===== config.mk =====
export PLATFORM = sky130hd
export DESIGN_NAME = port_pppoe_phy_policy_regs
export DESIGN_NICKNAME = d
export VERILOG_FILES = /design/src/logic/pppoe_phy_policy_pkg.sv /design/src/logic/port_pppoe_phy_policy_regs.sv
export SDC_FILE = /design/constraint.sdc
export NUM_CORES = 1
export LEC_CHECK = 0
export ABC_CLOCK_PERIOD_IN_PS = 6300
export BUFFER_PORTS_ARGS = -buffer_cell sky130_fd_sc_hd__buf_4
export CORE_AREA = 8 8 278 280
export CTS_BUF_LIST = sky130_fd_sc_hd__clkbuf_8
export DETAILED_ROUTE_END_ITERATION = 6
export DIE_AREA = 0 0 286 288
export GPL_TIMING_DRIVEN = 0
export PLACE_DENSITY_LB_ADDON = 0.08
export SYNTH_ARGS = -nofsm -noshare
export SYNTH_HDL_FRONTEND = slang
export SYNTH_SLANG_ARGS = --single-unit

===== constraint.sdc =====
create_clock -name core_clk -period 6.3 [get_ports core_clk]
set_input_delay 0.63 -clock core_clk [delete_from_list [all_inputs] [get_ports core_clk]]
set_output_delay 0.63 -clock core_clk [all_outputs]
set_load 0.01 [all_outputs]

===== src/logic/pppoe_phy_policy_pkg.sv =====
// constants and carrier types for the port policy register bank
`default_nettype none
package pppoe_phy_policy_pkg;
   localparam int NUM_PORTS = 26;
   localparam int ADDR_W = 12;
   // printed register indices; byte address is four times the index
   localparam logic [7:0] IDX_PPPOE_LOW = 8'h98;
   localparam logic [7:0] IDX_PPPOE_HIGH = 8'h99;
   localparam logic [7:0] IDX_MASTER_LOW = 8'h9a;
   localparam logic [7:0] IDX_MASTER_HIGH = 8'h9b;
   localparam logic [7:0] IDX_BYPASS_LOW = 8'h9c;
   localparam logic [7:0] IDX_BYPASS_HIGH = 8'h9d;
   localparam logic [7:0] IDX_DISABLE_LOW = 8'h9e;
   localparam logic [7:0] IDX_DISABLE_HIGH = 8'h9f;
   localparam logic [7:0] IDX_LINK_LOW = 8'hc0;
   localparam logic [7:0] IDX_LINK_HIGH = 8'hc1;
   localparam logic [15:0] REG_RESET = 16'h0000;
   localparam int MGMT_CROSS_BIT = 10;
   localparam logic [15:0] ETH_PPPOE_DISC = 16'h8863;
   localparam logic [15:0] ETH_PPPOE_SESS = 16'h8864;
   // port configuration bit positions
   localparam int CFG_PAUSE_BIT = 4;
   localparam int CFG_SPEED_BIT = 6;
   localparam int CFG_DUPLEX_BIT = 7;
   localparam int CFG_BP_BIT = 15;
   // phy side registers and fields
   localparam logic [4:0] PHY_CTRL_REG = 5'h00;
   localparam logic [4:0] PHY_STAT_REG = 5'h01;
   localparam int PHY_CTRL_SPEED_BIT = 13;
   localparam int PHY_CTRL_DUPLEX_BIT = 8;
   localparam int PHY_STAT_LINK_BIT = 2;
   localparam int PHY_STAT_SPEED_BIT = 14;
   localparam int PHY_STAT_DUPLEX_BIT = 12;
   localparam int PHY_STAT_PAUSE_BIT = 10;
   localparam int MDIO_HDR_BITS = 46;
   localparam int MDIO_DATA_BIT = 48;
   localparam int MDIO_LAST_BIT = 63;
   // mdc timing
   localparam int CLK_MHZ = 200;
   localparam int MDC_HALF_NS = 200;
   localparam int MDC_HALF_CYC = (MDC_HALF_NS * CLK_MHZ + 999) / 1000;
   localparam logic [1:0] RESP_OKAY = 2'b00;
   localparam logic [1:0] RESP_SLVERR = 2'b10;
   typedef struct packed {
      logic valid;
      logic [4:0] port;
      logic [15:0] len_type;
      logic mgmt;
   } egress_req_t;
endpackage : pppoe_phy_policy_pkg
`default_nettype wire


===== src/logic/port_pppoe_phy_policy_regs.sv =====
// per-port pppoe egress, phy mastership and poll bypass register bank
`default_nettype none
module port_pppoe_phy_policy_regs
   import pppoe_phy_policy_pkg::*;
(
   input wire logic core_clk,
   input wire logic rst_n,
   input wire logic [ADDR_W-1:0] s_axi_awaddr,
   input wire logic s_axi_awvalid,
   output logic s_axi_awready,
   input wire logic [31:0] s_axi_wdata,
   input wire logic [3:0] s_axi_wstrb,
   input wire logic s_axi_wvalid,
   output logic s_axi_wready,
   output logic [1:0] s_axi_bresp,
   output logic s_axi_bvalid,
   input wire logic s_axi_bready,
   input wire logic [ADDR_W-1:0] s_axi_araddr,
   input wire logic s_axi_arvalid,
   output logic s_axi_arready,
   output logic [31:0] s_axi_rdata,
   output logic [1:0] s_axi_rresp,
   output logic s_axi_rvalid,
   input wire logic s_axi_rready,
   input wire egress_req_t egress_req,
   output logic egress_done,
   output logic egress_allow,
   input wire logic [NUM_PORTS-1:0][15:0] port_cfg,
   input wire logic [NUM_PORTS-1:0] stp_disabled,
   output logic [NUM_PORTS-1:0] port_enable,
   output logic [NUM_PORTS-1:0] link_up,
   output logic [NUM_PORTS-1:0] speed_100,
   output logic [NUM_PORTS-1:0] full_duplex,
   output logic [NUM_PORTS-1:0] pause_en,
   output logic [NUM_PORTS-1:0] backpressure_en,
   output logic mdc,
   output logic mdio_out,
   output logic mdio_oe_n,
   input wire logic mdio_in
);
   typedef enum logic [2:0] {
      ST_PICK = 3'b001,
      ST_SHIFT = 3'b010,
      ST_NEXT = 3'b100
   } poll_state_t;
   function automatic logic [15:0] merge(input logic [15:0] old, input logic [31:0] d,
                                         input logic [3:0] strb);
      merge = {strb[1] ? d[15:8] : old[15:8], strb[0] ? d[7:0] : old[7:0]};
   endfunction : merge
   function automatic logic is_pppoe(input logic [15:0] len_type);
      is_pppoe = (len_type == ETH_PPPOE_DISC) || (len_type == ETH_PPPOE_SESS);
   endfunction : is_pppoe
   logic [15:0] pppoe_lo_ff, master_lo_ff, bypass_lo_ff, disable_lo_ff;
   logic [10:0] pppoe_hi_ff;
   logic [9:0] master_hi_ff, bypass_hi_ff, disable_hi_ff;
   logic [NUM_PORTS-1:0] pppoe_only, phy_master, bypass, port_dis;
   logic mgmt_cross;
   assign pppoe_only = {pppoe_hi_ff[9:0], pppoe_lo_ff};
   assign mgmt_cross = pppoe_hi_ff[MGMT_CROSS_BIT];
   assign phy_master = {master_hi_ff, master_lo_ff};
   assign bypass = {bypass_hi_ff, bypass_lo_ff};
   assign port_dis = {disable_hi_ff, disable_lo_ff};
   // write channels, taken in either order
   logic awready_ff, wready_ff, aw_held_ff, w_held_ff, bvalid_ff;
   logic [1:0] bresp_ff;
   logic [7:0] waddr_ff;
   logic [31:0] wdata_ff;
   logic [3:0] wstrb_ff;
   logic do_write;
   assign do_write = aw_held_ff && w_held_ff && !bvalid_ff;
   always_ff @(posedge core_clk) begin
      if (!rst_n) begin
         awready_ff <= 1'b1;
         wready_ff <= 1'b1;
         aw_held_ff <= 1'b0;
         w_held_ff <= 1'b0;
         bvalid_ff <= 1'b0;
         bresp_ff <= RESP_OKAY;
         waddr_ff <= 8'h00;
         wdata_ff <= 32'h0000_0000;
         wstrb_ff <= 4'h0;
      end else begin
         if (s_axi_awvalid && awready_ff) begin
            awready_ff <= 1'b0;
            aw_held_ff <= 1'b1;
            waddr_ff <= s_axi_awaddr[9:2];
         end
         if (s_axi_wvalid && wready_ff) begin
            wready_ff <= 1'b0;
            w_held_ff <= 1'b1;
            wdata_ff <= s_axi_wdata;
            wstrb_ff <= s_axi_wstrb;
         end
         if (do_write) begin
            aw_held_ff <= 1'b0;
            w_held_ff <= 1'b0;
            bvalid_ff <= 1'b1;
            unique case (waddr_ff)
               IDX_PPPOE_LOW, IDX_PPPOE_HIGH, IDX_MASTER_LOW, IDX_MASTER_HIGH,
               IDX_BYPASS_LOW, IDX_BYPASS_HIGH, IDX_DISABLE_LOW, IDX_DISABLE_HIGH,
               IDX_LINK_LOW, IDX_LINK_HIGH: bresp_ff <= RESP_OKAY;
               default: bresp_ff <= RESP_SLVERR;
            endcase
         end
         if (bvalid_ff && s_axi_bready) begin
            bvalid_ff <= 1'b0;
            awready_ff <= 1'b1;
            wready_ff <= 1'b1;
         end
      end
   end

   always_ff @(posedge core_clk) begin
      if (!rst_n) begin
         pppoe_lo_ff <= REG_RESET;
         pppoe_hi_ff <= REG_RESET[10:0];
         master_lo_ff <= REG_RESET;
         master_hi_ff <= REG_RESET[9:0];
         bypass_lo_ff <= REG_RESET;
         bypass_hi_ff <= REG_RESET[9:0];
         disable_lo_ff <= REG_RESET;
         disable_hi_ff <= REG_RESET[9:0];
      end else if (do_write) begin
         unique case (waddr_ff)
            IDX_PPPOE_LOW: pppoe_lo_ff <= merge(pppoe_lo_ff, wdata_ff, wstrb_ff);
            IDX_PPPOE_HIGH: pppoe_hi_ff <= 11'(merge(16'(pppoe_hi_ff), wdata_ff, wstrb_ff));
            IDX_MASTER_LOW: master_lo_ff <= merge(master_lo_ff, wdata_ff, wstrb_ff);
            IDX_MASTER_HIGH: master_hi_ff <= 10'(merge(16'(master_hi_ff), wdata_ff, wstrb_ff));
            IDX_BYPASS_LOW: bypass_lo_ff <= merge(bypass_lo_ff, wdata_ff, wstrb_ff);
            IDX_BYPASS_HIGH: bypass_hi_ff <= 10'(merge(16'(bypass_hi_ff), wdata_ff, wstrb_ff));
            IDX_DISABLE_LOW: disable_lo_ff <= merge(disable_lo_ff, wdata_ff, wstrb_ff);
            IDX_DISABLE_HIGH: disable_hi_ff <= 10'(merge(16'(disable_hi_ff), wdata_ff, wstrb_ff));
            default: ;
         endcase
      end
   end
   // read channel, one cycle after the address is taken
   logic arready_ff, rvalid_ff;
   logic [31:0] rdata_ff;
   logic [1:0] rresp_ff;
   always_ff @(posedge core_clk) begin
      if (!rst_n) begin
         arready_ff <= 1'b1;
         rvalid_ff <= 1'b0;
         rdata_ff <= 32'h0000_0000;
         rresp_ff <= RESP_OKAY;
      end else if (s_axi_arvalid && arready_ff) begin
         arready_ff <= 1'b0;
         rvalid_ff <= 1'b1;
         rresp_ff <= RESP_OKAY;
         unique case (s_axi_araddr[9:2])
            IDX_PPPOE_LOW: rdata_ff <= {16'h0000, pppoe_lo_ff};
            IDX_PPPOE_HIGH: rdata_ff <= {21'h000000, pppoe_hi_ff};
            IDX_MASTER_LOW: rdata_ff <= {16'h0000, master_lo_ff};
            IDX_MASTER_HIGH: rdata_ff <= {22'h000000, master_hi_ff};
            IDX_BYPASS_LOW: rdata_ff <= {16'h0000, bypass_lo_ff};
            IDX_BYPASS_HIGH: rdata_ff <= {22'h000000, bypass_hi_ff};
            IDX_DISABLE_LOW: rdata_ff <= {16'h0000, disable_lo_ff};
            IDX_DISABLE_HIGH: rdata_ff <= {22'h000000, disable_hi_ff};
            IDX_LINK_LOW: rdata_ff <= {16'h0000, link_up[15:0]};
            IDX_LINK_HIGH: rdata_ff <= {22'h000000, link_up[25:16]};
            default: begin
               rdata_ff <= 32'h0000_0000;
               rresp_ff <= RESP_SLVERR;
            end
         endcase
      end else if (rvalid_ff && s_axi_rready) begin
         rvalid_ff <= 1'b0;
         arready_ff <= 1'b1;
      end
   end
   // egress admission, answered one cycle after the request
   logic egress_done_ff, egress_allow_ff;
   logic eg_dis, eg_only, eg_ok;
   always_comb begin
      eg_dis = 1'b1;
      eg_only = 1'b0;
      if (egress_req.port < 5'(NUM_PORTS)) begin
         eg_dis = port_dis[egress_req.port];
         eg_only = pppoe_only[egress_req.port];
      end
      // management frames only pass a pppoe port through the cross bit
      eg_ok = egress_req.mgmt ? mgmt_cross : is_pppoe(egress_req.len_type);
   end

   always_ff @(posedge core_clk) begin
      if (!rst_n) begin
         egress_done_ff <= 1'b0;
         egress_allow_ff <= 1'b0;
      end else begin
         egress_done_ff <= egress_req.valid;
         egress_allow_ff <= egress_req.valid && !eg_dis && (!eg_only || eg_ok);
      end
   end
   // mdio synchroniser
   logic mdio_meta_ff, mdio_sync_ff;
   always_ff @(posedge core_clk) begin
      if (!rst_n) begin
         mdio_meta_ff <= 1'b1;
         mdio_sync_ff <= 1'b1;
      end else begin
         mdio_meta_ff <= mdio_in;
         mdio_sync_ff <= mdio_meta_ff;
      end
   end
   // polling engine: slave phys get a control write before each status read
   poll_state_t state_ff;
   logic [4:0] port_ff;
   logic wrote_ff, is_wr_ff, mdc_ff, mdio_out_ff, mdio_oe_n_ff;
   logic [63:0] frame_ff, frame_new;
   logic [6:0] bit_ff;
   logic [7:0] div_ff;
   logic [15:0] rd_ff, ctrl_word;
   logic [NUM_PORTS-1:0] pl_link_ff, pl_speed_ff, pl_duplex_ff, pl_pause_ff;
   logic want_wr;
   always_comb begin
      ctrl_word = 16'h0000;
      ctrl_word[PHY_CTRL_SPEED_BIT] = port_cfg[port_ff][CFG_SPEED_BIT];
      ctrl_word[PHY_CTRL_DUPLEX_BIT] = port_cfg[port_ff][CFG_DUPLEX_BIT];
      want_wr = !phy_master[port_ff] && !wrote_ff;
      frame_new = want_wr ?
         {32'hffff_ffff, 4'h5, port_ff, PHY_CTRL_REG, 2'b10, ctrl_word} :
         {32'hffff_ffff, 4'h6, port_ff, PHY_STAT_REG, 2'b11, 16'hffff};
   end

   always_ff @(posedge core_clk) begin
      if (!rst_n) begin
         state_ff <= ST_PICK;
         port_ff <= 5'h00;
         wrote_ff <= 1'b0;
         is_wr_ff <= 1'b0;
         frame_ff <= 64'h0;
         bit_ff <= 7'h00;
         div_ff <= 8'h00;
         mdc_ff <= 1'b0;
         mdio_out_ff <= 1'b1;
         mdio_oe_n_ff <= 1'b1;
         rd_ff <= 16'h0000;
      end else begin
         unique case (state_ff)
            ST_PICK: begin
               if (bypass[port_ff]) begin
                  // no management traffic to a bypassed port
                  port_ff <= (port_ff == 5'(NUM_PORTS - 1)) ? 5'h00 : port_ff + 5'h01;
               end else begin
                  frame_ff <= frame_new;
                  is_wr_ff <= want_wr;
                  mdio_out_ff <= frame_new[63];
                  mdio_oe_n_ff <= 1'b0;
                  bit_ff <= 7'h00;
                  div_ff <= 8'h00;
                  state_ff <= ST_SHIFT;
               end
            end
            ST_SHIFT: begin
               if (div_ff == 8'(MDC_HALF_CYC - 1)) begin
                  div_ff <= 8'h00;
                  mdc_ff <= !mdc_ff;
                  if (!mdc_ff) begin
                     // phy drives data before our rising edge
                     if (!is_wr_ff && bit_ff >= 7'(MDIO_DATA_BIT)) begin
                        rd_ff <= {rd_ff[14:0], mdio_sync_ff};
                     end
                  end else if (bit_ff == 7'(MDIO_LAST_BIT)) begin
                     mdio_oe_n_ff <= 1'b1;
                     state_ff <= ST_NEXT;
                  end else begin
                     bit_ff <= bit_ff + 7'h01;
                     frame_ff <= {frame_ff[62:0], 1'b1};
                     mdio_out_ff <= frame_ff[62];
                     mdio_oe_n_ff <= !is_wr_ff && (bit_ff + 7'h01 >= 7'(MDIO_HDR_BITS));
                  end
               end else begin
                  div_ff <= div_ff + 8'h01;
               end
            end
            ST_NEXT: begin
               state_ff <= ST_PICK;
               if (is_wr_ff) begin
                  wrote_ff <= 1'b1;
               end else begin
                  wrote_ff <= 1'b0;
                  port_ff <= (port_ff == 5'(NUM_PORTS - 1)) ? 5'h00 : port_ff + 5'h01;
               end
            end
            default: state_ff <= ST_PICK;
         endcase
      end
   end

   always_ff @(posedge core_clk) begin
      if (!rst_n) begin
         pl_link_ff <= '0;
         pl_speed_ff <= '0;
         pl_duplex_ff <= '0;
         pl_pause_ff <= '0;
      end else if (state_ff == ST_NEXT && !is_wr_ff) begin
         pl_link_ff[port_ff] <= rd_ff[PHY_STAT_LINK_BIT];
         pl_speed_ff[port_ff] <= rd_ff[PHY_STAT_SPEED_BIT];
         pl_duplex_ff[port_ff] <= rd_ff[PHY_STAT_DUPLEX_BIT];
         pl_pause_ff[port_ff] <= rd_ff[PHY_STAT_PAUSE_BIT];
      end
   end
   // resolved port status
   logic [NUM_PORTS-1:0] link_ff, speed_ff, duplex_ff, pause_ff, bp_ff, enable_ff;
   always_ff @(posedge core_clk) begin
      if (!rst_n) begin
         link_ff <= '0;
         speed_ff <= '0;
         duplex_ff <= '0;
         pause_ff <= '0;
         bp_ff <= '0;
         enable_ff <= '0;
      end else begin
         for (int p = 0; p < NUM_PORTS; p++) begin
            enable_ff[p] <= !port_dis[p];
            bp_ff[p] <= port_cfg[p][CFG_BP_BIT];
            if (bypass[p]) begin
               link_ff[p] <= !port_dis[p] && !stp_disabled[p];
               speed_ff[p] <= port_cfg[p][CFG_SPEED_BIT];
               duplex_ff[p] <= port_cfg[p][CFG_DUPLEX_BIT];
               pause_ff[p] <= port_cfg[p][CFG_PAUSE_BIT];
            end else begin
               link_ff[p] <= pl_link_ff[p] && !port_dis[p] && !stp_disabled[p];
               speed_ff[p] <= pl_speed_ff[p];
               duplex_ff[p] <= pl_duplex_ff[p];
               pause_ff[p] <= pl_pause_ff[p];
            end
         end
      end
   end
   assign s_axi_awready = awready_ff;
   assign s_axi_wready = wready_ff;
   assign s_axi_bvalid = bvalid_ff;
   assign s_axi_bresp = bresp_ff;
   assign s_axi_arready = arready_ff;
   assign s_axi_rvalid = rvalid_ff;
   assign s_axi_rdata = rdata_ff;
   assign s_axi_rresp = rresp_ff;
   assign egress_done = egress_done_ff;
   assign egress_allow = egress_allow_ff;
   assign port_enable = enable_ff;
   assign link_up = link_ff;
   assign speed_100 = speed_ff;
   assign full_duplex = duplex_ff;
   assign pause_en = pause_ff;
   assign backpressure_en = bp_ff;
   assign mdc = mdc_ff;
   assign mdio_out = mdio_out_ff;
   assign mdio_oe_n = mdio_oe_n_ff;
endmodule : port_pppoe_phy_policy_regs
`default_nettype wire


# After elaboration in Yosys (flattened, before gate mapping)

Cells that the tools add are included.

Register bits after elaboration: 544
Input bits: 533

$add $sub $neg: 3
$lt $le $gt $ge: 6
Eq/ne operators: 35
Muxes and demuxes: 164
Bitwise logic cells: 3
Reduce and logical (&&, ||, !) cells: 184

Operator list:

| cell                                                                                 | number |
|---|---|
| 63-bit 2-to-1 mux                                                                    | 4 |
| 8-bit equality test (second input constant)                                          | 20 |
| 16-bit one-hot mux with 10 select lines                                              | 1 |
| 63-bit one-hot mux with 2 select lines                                               | 1 |
| 1-bit 2-to-1 mux                                                                     | 125 |
| 26-bit bitwise mux                                                                   | 4 |
| 1-bit logical AND                                                                    | 92 |
| 16-bit binary-select mux with 5-bit select                                           | 1 |
| 1-bit logical NOT                                                                    | 59 |
| 3-bit AND reduction                                                                  | 17 |
| 16-bit equality test (second input constant)                                         | 2 |
| 30-bit 2-to-1 mux                                                                    | 1 |
| 7-bit 2-to-1 mux                                                                     | 4 |
| 8-bit 2-to-1 mux                                                                     | 3 |
| 1-bit binary-select mux with 5-bit select                                            | 4 |
| 10-bit OR reduction                                                                  | 2 |
| 8-bit one-hot mux with 2 select lines                                                | 1 |
| 5-bit 2-to-1 mux                                                                     | 3 |
| 7-bit by 6-bit greater-or-equal comparator with 1-bit output (second input constant) | 2 |
| 2-bit != test (second input constant)                                                | 7 |
| 7-bit one-hot mux with 2 select lines                                                | 1 |
| 5-bit by 6-bit < comparator with 1-bit output (second input constant)                | 2 |
| 3-bit 2-to-1 mux                                                                     | 4 |
| 4-bit AND reduction                                                                  | 3 |
| other kinds (22)                                                                     | 32 |

# Depth between registers and ports, before layout

Word-level depth: 7
Gate-level depth with buffers: 11
Mapped depth without buffers: 8

# Worst setup path after synthesis

No wires, ideal clock.

Path type: register to register
Start point: reg port_ff[0]
End point: reg frame_ff[8]
Arrival time: 2.199 ns
Path slack: 3.973 ns
Cell stages (with the launch flop): 9
Period minus slack after synthesis: 2.327 ns
Cell sequence: dfxtp_1 -> buf_2 -> buf_2 -> mux4_2 -> a22oi_1 -> nand3_1 -> buf_4 -> a2111oi_2 -> o22ai_1

Cells in the longest elaborated chain, start to end: 7
Elaborated cells on any way between the ends: 13

RTL lines:

| item                                      | RTL line                          | source |
|---|---|---|
| start: declaration                        | port_pppoe_phy_policy_regs.sv:208 | `logic [4:0] port_ff;` |
| start signal: assignment                  | port_pppoe_phy_policy_regs.sv:244 | `port_ff <= (port_ff == 5'(NUM_PORTS - 1)) ? 5'h00 : port_ff + 5'h01;` |
| start signal: assignment                  | port_pppoe_phy_policy_regs.sv:283 | `port_ff <= (port_ff == 5'(NUM_PORTS - 1)) ? 5'h00 : port_ff + 5'h01;` |
| 1-bit binary-select mux with 5-bit select | port_pppoe_phy_policy_regs.sv:220 | `want_wr = !phy_master[port_ff] && !wrote_ff;` |
| 1-bit 2-to-1 mux (implied by the code)    | port_pppoe_phy_policy_regs.sv:220 |  |
| 1-bit logical NOT                         | port_pppoe_phy_policy_regs.sv:220 |  |
| 1-bit logical AND                         | port_pppoe_phy_policy_regs.sv:220 |  |
| 30-bit 2-to-1 mux                         | port_pppoe_phy_policy_regs.sv:221 | `frame_new = want_wr ?` |
| 63-bit 2-to-1 mux                         | port_pppoe_phy_policy_regs.sv:242 | `if (bypass[port_ff]) begin` |
| 63-bit one-hot mux with 2 select lines    | port_pppoe_phy_policy_regs.sv:240 | `unique case (state_ff)` |
| end signal: assignment                    | port_pppoe_phy_policy_regs.sv:246 | `frame_ff <= frame_new;` |
| end signal: assignment                    | port_pppoe_phy_policy_regs.sv:269 | `frame_ff <= {frame_ff[62:0], 1'b1};` |
| end: declaration                          | port_pppoe_phy_policy_regs.sv:210 | `logic [63:0] frame_ff, frame_new;` |

Several ways; a longest one is shown, not always the timed one. The select of a mux whose other input is x is not followed.
A chain may end at the register's enable or synchronous reset.

# Final worst setup path

Start point: reg port_ff[1]
End point: reg pl_link_ff[17]

Cells in the longest elaborated chain, start to end: 5
Elaborated cells on any way between the ends: 6

RTL lines:

| item                                                                                                                                                       | RTL line                          | source |
|---|---|---|
| 5-bit by 6-bit < comparator with 1-bit output (implied by the code) / 5-bit by 1-bit greater-or-equal comparator with 1-bit output (equally long branches) | port_pppoe_phy_policy_regs.sv:298 | `pl_link_ff[port_ff] <= rd_ff[PHY_STAT_LINK_BIT];` |
| 1-bit logical AND (implied by the code)                                                                                                                    | port_pppoe_phy_policy_regs.sv:298 |  |
| 1-bit 2-to-1 mux (implied by the code)                                                                                                                     | port_pppoe_phy_policy_regs.sv:298 |  |
| 1-bit demux with 5-bit select (*)                                                                                                                          | port_pppoe_phy_policy_regs.sv:298 |  |
| 26-bit bitwise mux (*)                                                                                                                                     | port_pppoe_phy_policy_regs.sv:298 |  |
| end signal: indexed assignment                                                                                                                             | port_pppoe_phy_policy_regs.sv:298 |  |
| end: declaration                                                                                                                                           | port_pppoe_phy_policy_regs.sv:214 | `logic [NUM_PORTS-1:0] pl_link_ff, pl_speed_ff, pl_duplex_ff, pl_pause_ff;` |

Mark *: on every way between the ends. The rest lies on a longest branch, timed or not.

==> results.yml <==
placed_design:
  dp_hpwl_mm: 80.72
  place_area_sq_um: 25550
  place_worst_setup_slack_ns: 2.682
  io_buffers: 374
  routabilityCongestion: 0.9698
hold_path:
  min_from: "stp_disabled[15]"
  hold_depth: 2
  min_to: "link_up[15]"
  worstHoldPathType: "in -> reg"
floorplan:
  die_y_um: 288
  dieArea_sq_um: 82370
  core_area_sq_um: 72590
  start_util: 0.2958
  num_rows: 99
  die_width_um: 286
  io_pins: 735
critical_path:
  crit_path_frequent_cell: "clkbuf_1"
  timing.rr.start: "port_ff[1]"
  worst-path-buf-inv: 6
  cp_max_fo: 10
  crit_path_cell_trace: "buf_6 -> buf_2 -> clkbuf_1 -> inv_1 -> ha_1 -> and2_0 -> clkbuf_1 -> clkbuf_1 -> nand2_1 -> nand2_1 -> a21oi_1"
  path_delay_family: "buffers and inverters"
  setup.worst_path.start_class: "flop"
  crit_type: "reg -> reg"
  arrival_ns: 4.34
  r2r_cells: 11
  cp_slowest_cell: "clkbuf_1"
  reg2reg_to: "pl_link_ff[17]"
  regToRegSetupSlack_ns: 2.60
  cp_data_required_time_ns: 6.94
  slowest_delay_ns: 0.80
  endpoint_kind: "flop"
global_route:
  grt-ovfl-total: 0
  grtUsageTotal: 0.2418
  grt_start_max_net_pins: 15
  antenna_found_initial: 15
  grt_pass1_wl_mm: 146.1
  first_global_vias: 20520
clock_tree:
  cts_buffers: 95
  clk_pin_slew_ns: 0.06
  htree_levels: 3
  cts_tree: "yes"
  hold_buffers: 7
  cts_resized: 0
  cts_root_buf: "clkbuf_8"
  clock-sinks: 526
  insertion_delay_ns: 0.74
  cts_setup_buffers: 0
  clock_path_buffers: 3
drt:
  num_vias: 20810
  drt-initial-drc-count: 2057
  antenna_left: 0
  routed_via_density: 5.270
  finalWirelength_mm: 104.1
  dr.pass1.iters: 7
  routedWlPerCell_um: 26.37
  drc: 1
run:
  drv_cap: 0
timing:
  hold_viol: 0
  slew_viol_final: 0
  fmax_ghz: 0.2700
  fin_worst_skew_ns: 0.04872
  worst_slack_ns: 2.597
  fin_crit_sh: 0.5878
  fin_crit_ns: 3.703
  tightest_slew_ns: 1.325
  rsz0062_at_grt: "false"
  slew_headroom: 0.1096
  whs_ns: 0.06465
  finalSetupTns_ns: 0
  finalSetupViolCount: 0
synthesis:
  seq_area_frac_synth: 0.4904
  yosys.area.top_type_share: 0.4904
  async_reset_ff_frac: 0
  synth_ff_type: "dfxtp_1"
  yosysWarnings: 0
  avgSynthCellArea_sq_um: 8.879
  synth_cells: 2418
  synthDistinctLibCells: 82
  syn_area_sq_um: 21470
  yosysTopAreaCell: "dfxtp_1"
  ys_top_cells_by_area: "dfxtp_1, a21oi_1, nand2_1, mux2i_1, nor2_1"
  ys_ff_latch: 526
  synth_edf_count: 0
cells_and_area:
  fillers: 7522
  synthToLayoutAreaGrowth_pct: 28.83
  drive_above_1_share: 0.2230
  final_area_sq_um: 27660
  fin_nets: 3455
  largest_register_ffs: 63
  top_register: "frame_ff"
power_and_ir_drop:
  powerDensity_nw_per_um2: 276.5
  p_leak_nw: 10.18
  vdd_ir_drop_max_v: 0.0002270
  total_power_mw: 7.649
status:
  violations: "DRC"
  status: "finished with violations"
-- worst max path at each step --
| stage | start | end | cells after the start |
|---|---|---|---|
| after floorplan | port_ff[0] | frame_ff[8] | 8 |
| after global placement | s_axi_araddr[4] | s_axi_rdata[4] | 8 |
| after detailed placement | port_ff[1] | pl_link_ff[17] | 11 |
| after CTS | port_ff[1] | pl_link_ff[17] | 11 |
| after global routing | port_ff[1] | pl_link_ff[17] | 11 |
| final | port_ff[1] | pl_link_ff[17] | 11 |
-- synthesized netlist by cell type, types with 22 or more instances --
cell / number
a21oi_1: 281
a22oi_1: 28
and2_1: 42
buf_1: 22
buf_2: 23
clkbuf_1: 156
dfxtp_1: 526
mux2i_1: 137
mux4_2: 36
nand2_1: 373
nand3_1: 116
nor2_1: 226
o21ai_0: 161
o221a_2: 26
-- cells by family after synthesis --
group,synth area share
buffers and inverters,0.04866
DFF,0.4904
other,0.0001747
xor gates and xnor gates,0.0008160
and+or+nand+nor,0.1753
adders and majority gates,0.005128
muxes,0.1069
AOI/OAI and AO/OA,0.1726
-- through the flow --
stage / instances / util
floorplan: 2435 / -
global placement: 3768 / 0.3519
detailed placement: 3769 / 0.3520
CTS: 3945 / 0.3809
global route: 3948 / 0.3810
finish: 3949 / 0.3811
-- layout make-up --
type                       count  area [sq um]  area share
sequential                   526         10530      0.3807
multi-input combinational   1669          9960      0.3601
timing repair buffer         382          2885      0.1043
clock buffer                 128          1762     0.06369
tap                          959          1200     0.04338
buffer                       228         999.7     0.03614
clock inverter                41         269.0    0.009725
inverter                      12         45.04    0.001628
antenna                        4         10.01   0.0003619
-- metal layers --
layer	GRT usage	vias to the layer above	part of all wire
li1	-	9469	-
met1	0.3342	10150	0.45
met2	0.3580	1001	0.42
met3	0.07482	182	0.095
met4	0.07357	14	0.030
met5	0	-	0.0020
-- placed cells by master, fill, tap and decap left out, types with 6 or more instances in the layout --
master	count
dfxtp_1	526
buf_4	395
nand2_1	373
a21oi_1	281
nor2_1	226
o21ai_0	161
clkbuf_1	156
mux2i_1	137
clkbuf_8	128
nand3_1	116
and2_1	42
mux4_2	36
inv_1	35
a22oi_1	28
o221a_2	26
buf_2	23
buf_1	22
o2111ai_1	18
conb_1	18
nand2b_1	13
nor3_1	11
or2_2	10
nor2b_1	10
mux2_2	10
a221oi_1	9
o221a_1	9
ha_1	8
o22ai_1	7
a211oi_1	7
a31oi_1	7
a311oi_1	7
dlygate4sd3_1	7
nand3b_1	6
clkinv_2	6
-- report_power, final --
part           leakage [nW]  internal [mW]  switching [mW]  total, mW
clock network          1.14           1.90            1.54       3.43
registers              4.27           3.44          0.0708       3.51
logic                  4.77          0.282           0.419      0.701
No activity file was read; power rests on OpenSTA's default activity.
